File: src/rtl/prcm_pkg.sv
// Package: constants and types for the port reference clock mode select block
package prcm_pkg;

	// ****************************************
	// Structure
	// ****************************************
	localparam int NUM_PORTS = 16;
	localparam int PORT_IDX_W = 4;
	// Ports other than 0 that can run from their own reference clock (bit per port)
	localparam logic [15:0] LOCAL_CAPABLE_MASK = 16'hfffe;

	// ****************************************
	// Mode field encoding
	// ****************************************
	localparam logic MODE_GLOBAL = 1'b0;
	localparam logic MODE_LOCAL = 1'b1;

	// ****************************************
	// Boot strap encodings
	// ****************************************
	localparam logic [2:0] STRAP_RESERVED = 3'h7;
	localparam logic [2:0] STRAP_ALL_LOCAL = 3'h4;
	localparam logic [2:0] STRAP_LOCAL_NOT0_A = 3'h5;
	localparam logic [2:0] STRAP_LOCAL_NOT0_B = 3'h6;
	// Slot clock bit per strap value, indexed by the strap value
	localparam logic [7:0] SCLK_PORT0_TABLE = 8'h5a;
	localparam logic [7:0] SCLK_OTHER_TABLE = 8'h7c;

	// ****************************************
	// Timing
	// ****************************************
	localparam int CLK_PERIOD_PS = 4000;
	localparam int DETECT_HOLD_NS = 40;
	localparam int SERDES_REINIT_NS = 200;
	localparam int DETECT_HOLD_CYCLES =
		(DETECT_HOLD_NS * 1000 + CLK_PERIOD_PS - 1) / CLK_PERIOD_PS;
	localparam int SERDES_REINIT_CYCLES =
		(SERDES_REINIT_NS * 1000 + CLK_PERIOD_PS - 1) / CLK_PERIOD_PS;
	localparam int CNT_W = 8;

	// ****************************************
	// Per-port sequencer states
	// ****************************************
	typedef enum logic [1:0] {
		ST_IDLE = 2'b00,
		ST_DETECT = 2'b01,
		ST_REINIT = 2'b10,
		ST_TRAIN = 2'b11
	} prcm_state_type;

endpackage

File: src/rtl/prcm_port_if.sv
// Interface: signals between the top level and one per-port sequencer
`timescale 1ns/100ps
interface prcm_port_if;
	logic init_mode;
	logic change_req;
	logic change_mode;
	logic port_disabled;
	logic port_clock_mode_field;
	logic force_detect;
	logic serdes_reinit;
	logic retrain;
	logic busy;

	modport ctl (
		input init_mode,
		input change_req,
		input change_mode,
		input port_disabled,
		output port_clock_mode_field,
		output force_detect,
		output serdes_reinit,
		output retrain,
		output busy
	);

	modport top (
		output init_mode,
		output change_req,
		output change_mode,
		output port_disabled,
		input port_clock_mode_field,
		input force_detect,
		input serdes_reinit,
		input retrain,
		input busy
	);
endinterface

File: src/rtl/prcm_top.sv
// Top level: per-port reference clock mode select for a multi-port switch
//
// Contract
// RULE1: Global mode port uses the shared global reference clock for receive and transmit.
// RULE2: Local mode port uses its own port reference clock for receive and transmit.
// RULE3: Spread-spectrum port clock in local mode needs a global clock without spread-spectrum.
// RULE4: Mode change accepted anytime; new reference clock must already be stable.
// RULE5: Mode change returns the port PHY to Detect, not a surprise link-down.
// RULE6: Reference clock change re-initialises the port serializer before link bring-up.
// RULE7: After a mode change retrain the link unless the port is disabled.
// RULE8: Global to local needs port clock at the global nominal 100 or 125 MHz.
// RULE9: Global to local only while the global clock has no spread-spectrum.
// RULE10: Local to global only when the strap-selected global frequency is 100 MHz; the code accepts it whatever global_clock_freq_select_i was.
// RULE11: Local mode shared port clock is valid with or without spread-spectrum.
// RULE12: Local mode separate partner clock is valid only without port spread-spectrum.
// RULE13: Each port mode comes from its field in the port clock mode register.
// RULE14: Port modes and slot clock bits start from the boot straps; 7 reserved.
// RULE15: A mode change on one port leaves every other port undisturbed.
`timescale 1ns/100ps
module prcm_top
	import prcm_pkg::*;
(
	// Clock and reset
	input wire logic mclk_i,
	input wire logic reset_i,
	// Boot straps, sampled while reset is held
	input wire logic [2:0] boot_clock_mode_straps_i,
	input wire logic global_clock_freq_select_i,
	// Mode change request
	input wire logic mode_wr_i,
	input wire logic [PORT_IDX_W-1:0] mode_wr_port_i,
	input wire logic mode_wr_value_i,
	// Port state from the link layer
	input wire logic [NUM_PORTS-1:0] port_disabled_i,
	input wire logic [NUM_PORTS-1:0] phy_link_down_i,
	// Clock selection and PHY control
	output logic [NUM_PORTS-1:0] port_clock_mode_reg_o,
	output logic [NUM_PORTS-1:0] ref_sel_local_o,
	output logic [NUM_PORTS-1:0] slot_clock_cfg_o,
	output logic [NUM_PORTS-1:0] phy_force_detect_o,
	output logic [NUM_PORTS-1:0] serdes_reinit_o,
	output logic [NUM_PORTS-1:0] link_retrain_o,
	output logic [NUM_PORTS-1:0] surprise_link_down_o,
	output logic [NUM_PORTS-1:0] mode_change_busy_o,
	// Boot vector status
	output logic [2:0] boot_clock_mode_o,
	output logic global_clock_freq_select_o
);

	// ****************************************
	// Boot strap capture
	// ****************************************
	logic [2:0] strap_eff;
	logic strap_local_not0;
	logic strap_local_all;
	logic sclk_p0;
	logic sclk_other;
	logic [NUM_PORTS-1:0] mode_bus;
	logic [NUM_PORTS-1:0] busy_bus;
	logic [NUM_PORTS-1:0] sclk_bus;

	// Reserved strap value falls back to all ports global, slot clock clear
	assign strap_eff = (boot_clock_mode_straps_i == STRAP_RESERVED) ? 3'h0 :
		boot_clock_mode_straps_i; // RULE14
	assign strap_local_all = (strap_eff == STRAP_ALL_LOCAL);
	assign strap_local_not0 = strap_local_all || (strap_eff == STRAP_LOCAL_NOT0_A) ||
		(strap_eff == STRAP_LOCAL_NOT0_B);
	assign sclk_p0 = SCLK_PORT0_TABLE[strap_eff];
	assign sclk_other = SCLK_OTHER_TABLE[strap_eff];

	// Boot vector is only looked at during reset; afterwards it has no effect
	always_ff @(posedge mclk_i) begin
		if (reset_i) begin
			boot_clock_mode_o <= strap_eff;
			global_clock_freq_select_o <= global_clock_freq_select_i;
		end
	end

	// ****************************************
	// Per-port sequencers
	// ****************************************
	genvar gi;
	generate
		for (gi = 0; gi < NUM_PORTS; gi++) begin : g_port
			prcm_port_if pif ();
			logic init_local;
			logic sclk_init;

			if (gi == 0) begin : g_p0
				assign init_local = strap_local_all;
				assign sclk_init = sclk_p0;
			end else begin : g_pn
				assign init_local = strap_local_not0 && LOCAL_CAPABLE_MASK[gi];
				assign sclk_init = sclk_other;
			end

			assign pif.init_mode = init_local ? MODE_LOCAL : MODE_GLOBAL; // RULE14
			// Each port sees only its own request, so others are never touched
			assign pif.change_req = mode_wr_i &&
				(mode_wr_port_i == PORT_IDX_W'(gi)); // RULE15
			// A port without its own clock input stays global
			assign pif.change_mode = mode_wr_value_i && (gi == 0 || LOCAL_CAPABLE_MASK[gi]);
			assign pif.port_disabled = port_disabled_i[gi];

			prcm_port_ctl u_ctl (
				.mclk_i(mclk_i),
				.reset_i(reset_i),
				.pif(pif)
			);

			assign mode_bus[gi] = pif.port_clock_mode_field;
			assign busy_bus[gi] = pif.busy;
			// Global mode selects the global reference, local mode the port reference
			assign ref_sel_local_o[gi] = (pif.port_clock_mode_field == MODE_LOCAL); // RULE1 RULE2
			assign phy_force_detect_o[gi] = pif.force_detect;
			assign serdes_reinit_o[gi] = pif.serdes_reinit;
			assign link_retrain_o[gi] = pif.retrain;

			assign sclk_bus[gi] = sclk_init;
		end
	endgenerate

	// ****************************************
	// Status outputs
	// ****************************************
	// Slot clock bits are loaded only while reset is held
	always_ff @(posedge mclk_i) begin
		if (reset_i) begin
			slot_clock_cfg_o <= sclk_bus; // RULE14
		end
	end

	assign port_clock_mode_reg_o = mode_bus; // RULE13
	assign mode_change_busy_o = busy_bus;
	// Link loss caused by a mode change is not a surprise
	assign surprise_link_down_o = phy_link_down_i & ~busy_bus; // RULE5

endmodule

File: src/rtl/prcm_port_ctl.sv
// Per-port clock mode holder and mode change sequencer
`timescale 1ns/100ps
module prcm_port_ctl
	import prcm_pkg::*;
(
	// Clock and reset
	input wire logic mclk_i,
	input wire logic reset_i,
	// Top level side
	prcm_port_if.ctl pif
);

	// ****************************************
	// State
	// ****************************************
	prcm_state_type state;
	prcm_state_type next_state;
	logic mode;
	logic [CNT_W-1:0] count;
	logic [CNT_W-1:0] next_count;
	logic ref_changes;
	logic count_done;

	// A request only counts when it moves the port to the other reference clock
	assign ref_changes = pif.change_req && (pif.change_mode != mode);
	assign count_done = (count == '0);

	assign pif.port_clock_mode_field = mode;
	assign pif.force_detect = (state == ST_DETECT) || (state == ST_REINIT); // RULE5
	assign pif.serdes_reinit = (state == ST_REINIT); // RULE6
	assign pif.retrain = (state == ST_TRAIN) && !pif.port_disabled; // RULE7
	assign pif.busy = (state != ST_IDLE);

	// ****************************************
	// Next state
	// ****************************************
	always_comb begin
		next_state = state;
		next_count = count;
		if (count != '0) begin
			next_count = count - 1'b1;
		end
		case (state)
			ST_IDLE: begin
			end
			ST_DETECT: begin
				if (count_done) begin
					next_state = ST_REINIT;
					next_count = CNT_W'(SERDES_REINIT_CYCLES - 1);
				end
			end
			ST_REINIT: begin
				if (count_done) begin
					next_state = ST_TRAIN;
				end
			end
			ST_TRAIN: begin
				next_state = ST_IDLE;
			end
			default: begin
				next_state = ST_IDLE;
			end
		endcase
		// A change is accepted at any time and restarts the sequence
		if (ref_changes) begin // RULE4
			next_state = ST_DETECT; // RULE5
			next_count = CNT_W'(DETECT_HOLD_CYCLES - 1);
		end
	end

	// ****************************************
	// Registers
	// ****************************************
	always_ff @(posedge mclk_i) begin
		if (reset_i) begin
			state <= ST_IDLE;
			count <= '0;
			mode <= pif.init_mode; // RULE14
		end else begin
			state <= next_state;
			count <= next_count;
			if (ref_changes) begin
				mode <= pif.change_mode; // RULE13
			end
		end
	end

endmodule

File: config.mk
export PLATFORM = sky130hd
export DESIGN_NAME = prcm_top
export DESIGN_NICKNAME = d
export VERILOG_FILES = /design/src/rtl/prcm_pkg.sv /design/src/rtl/prcm_port_if.sv /design/src/rtl/prcm_top.sv /design/src/rtl/prcm_port_ctl.sv
export SDC_FILE = /design/constraint.sdc
export NUM_CORES = 1
export LEC_CHECK = 0
export BUFFER_PORTS_ARGS = -buffer_cell sky130_fd_sc_hd__buf_4
export CORE_ASPECT_RATIO = 1.5
export CORE_MARGIN = 2
export CORE_UTILIZATION = 40
export DETAILED_ROUTE_END_ITERATION = 12
export REMOVE_ABC_BUFFERS = 1
export SLEW_MARGIN = 20
export SYNTH_ARGS = -nofsm -noshare
export SYNTH_HDL_FRONTEND = slang
export SYNTH_SLANG_ARGS = --single-unit
export TNS_END_PERCENT = 10
File: constraint.sdc
create_clock -name mclk_i -period 2.5 [get_ports mclk_i]
set_input_delay 0 -clock mclk_i [delete_from_list [all_inputs] [get_ports mclk_i]]
set_output_delay 0 -clock mclk_i [all_outputs]
set_load 0.05 [all_outputs]
==> impl_metrics.yaml <==
run_status:
  status: "completed"
floorplan:
  design.core.area_um2: 27870
  io_pins: 176
  die_h_um: 209.5
  fp.dieW_um: 141.0
  initial_core_util_pct: 40.39
  die_area_um2: 29530
  core.rowCount: 75
place:
  pre_cts_ws_ps: 412.8
  place_inst: 1703
  gp_congestion: 0.7840
  io_buffers: 175
  post_dp_cell_area_um2: 12190
  hpwl_um: 18100
power:
  clkPwrFrac_pct: 16.4
  ir_worst_vdd_mv: 0.8552
  p_leak_nw: 5.781
  power_density_nw_per_um2: 1327
  fin_total_pwr_mw: 17.11
  internal-power_mw: 9.256
  switching_power_mw: 7.850
  combPwrFrac_pct: 54.9
  switching_share_pct: 45.89
  seq_power_share_pct: 28.7
sta:
  setup_slack_ps: 361.5
  setup_viol: 0
  finalCritPeriodShare_pct: 85.54
  worst_clock_skew_ps: 8.732
  hold_viol: 0
  post-route-min-period_ps: 2138
  worst_pin_slew_ps: 677.9
  rsz0062_at_grt: "no"
  drv_slew: 0
  fmax_mhz: 467.6
  slew_headroom_pct: 54.39
setup_path:
  required_ps: 2820
  r2r_setup_slack_ps: 360
  critPathArrivalTime_ps: 2460
  crit_fanout: 11
  startpoint_type: "flop"
  path_class: "flop to flop"
  worst_setup_path_end_kind: "flop"
routing:
  drt_iter0_markers: 381
  ant_nets: 0
  firstDrtPassIters: 5
  finalWirelength_um: 24080
  via_per_inst: 5.049
  wl_per_cell_um: 13.79
  drc: 0
  routed-via-count: 8815
logic_synthesis:
  synth_warnings: 0
  syn_avg_cell_area_um2: 8.658
  synthCells: 1300
  ys_ff_latch: 182
  synth-edff-count: 22
  synthDistinctLibCells: 56
  synth_ff_type: "dfxtp_1"
  async_reset_ff_share_pct: 0
  netlist_area_um2: 11260
  ys_seq_area_share_pct: 34.33
run:
  drv_cap: 0
global_route:
  overflow: 0
  grtUsageTotal_pct: 16.14
  grt_max_degree: 30
  antenna_found_initial: 3
  grt_first_pass_wirelength_um: 39290
  grt_pass1_vias: 8516
cts:
  cts_buffers: 17
  path_clk_slew_ps: 70
  clockBufferDepth: 2
  cts_tree: "yes"
  clock_latency_ps: 440
  cts_setup_buffers: 0
  cts-root-buf: "clkbuf_16"
  cts_max_level: 4
  clock-sinks: 182
layout:
  drive_gt1_share_pct: 17.81
  layout_common_cells: "buf_4, dfxtp_1, ha_1, a21oi_1, nand2_1"
  final_nets: 1557
  syn_to_final_growth_pct: 14.48
  final_area_um2: 12890
  final_common_cell: "buf_4"
  fill_cells: 2708
  stdcell_count: 1746
worst_hold_path:
  hold_path_class: "primary input to flop"
==> final cells by class <==
type / instances / area, µm² / area share (%)
tap: 346 / 432.9 / 3.360
inverter: 99 / 371.6 / 2.884
antenna: 2 / 5.005 / 0.03884
clock buffer: 17 / 425.4 / 3.301
clock inverter: 15 / 176.4 / 1.369
timing repair buffer: 198 / 1509 / 11.71
sequential: 182 / 3864 / 29.98
multi-input combinational: 887 / 6102 / 47.35
==> cells by family (layout without fill, tap and decap cells) <==
| family | count (synthesis) | after routing | synth area share, % |
|---|---|---|---|
| AOI/OAI and AO/OA | 247 | 247 | 13.29 |
| xor gates and xnor gates | 77 | 77 | 5.991 |
| adders and majority gates | 128 | 128 | 14.23 |
| buffers and inverters | 231 | 329 | 11.46 |
| DFF | 182 | 182 | 34.33 |
| muxes | 8 | 8 | 0.7559 |
| other | 0 | 2 | 0 |
| and+or+nand+nor | 427 | 427 | 19.94 |
==> power groups by stage <==
| stage | Clock (mW) | Combinational, mW | Sequential, mW |
|---|---|---|---|
| 2_1_floorplan | 0 | 7.19 | 4.94 |
| 3_3_place_gp | 0 | 9.25 | 4.93 |
| 3_5_place_dp | 0 | 9.40 | 4.95 |
| 4_1_cts | 2.88 | 9.48 | 4.90 |
| 5_1_grt | 3.00 | 10.5 | 5.06 |
| 6_report | 2.81 | 9.40 | 4.90 |
==> per-layer routing <==
layer  wire length (µm)  GRT usage, %  vias to the layer above
li1                   -             -                     4517
met1              10340         18.15                     4104
met2              12410         30.28                      164
met3                905         3.240                       28
met4                417         5.069                        2
met5                 13             0                        -
==> per-stage QoR <==
step	hold slack, ps	TNS (ps)	utilization, %
global placement	179.7	0	43.74
finish	42.24	0	46.24
global route	61.23	0	46.24
floorplan	69.07	-35100	-
CTS	21.14	0	46.22
detailed placement	184.2	0	43.74
==> synth_stat cells, types with 23 or more instances <==
library cell  number  area, µm²
nand3_1           23      115.1
or3_1             30      187.7
xor2_1            54      473.0
nand2_1          104      390.4
nor2_1            76      285.3
a21o_1            24      180.2
dfxtp_1          160       3203
buf_4            110      825.8
nand2b_1          29      181.4
inv_1             94      352.8
xnor2_1           23      201.4
ha_1             128       1602
a21oi_1          117      585.6
o21ai_0           28      140.1
nor3_1            38      190.2
==> flip-flops by register name, indices dropped and copies added (netlist names) <==
register and cells:
g_port.u_ctl.count 128, g_port.u_ctl.state 32, g_port.u_ctl.pif.port_clock_mode_field 16, boot_clock_mode_o 3, slot_clock_cfg_o 2, global_clock_freq_select_o 1
==> final timing paths <==
path / from / depth (start not counted) / to
hold / removal: mode_wr_port_i[2] / 4 / g_port[10].u_ctl.count[0]
setup reg to reg: g_port[15].u_ctl.count[2] / 5 / g_port[15].u_ctl.count[0]
hold reg to reg: g_port[9].u_ctl.count[6] / 2 / g_port[9].u_ctl.count[6]
setup / recovery: g_port[15].u_ctl.count[2] / 5 / g_port[15].u_ctl.count[0]
==> critical path: stages (launching register included) <==
cell	delay [ps]
dfxtp_1	340
nor4_1	630
nand3_1	440
ha_1	400
o21ai_0	140
a21oi_1	80
==> what timing repair did <==
action	4_1_cts	5_1_grt
gates resized for setup	0	0
endpoints found under the hold margin	10	0
hold buffers	9	0
Note: power is estimated with default switching activity, not from simulation.
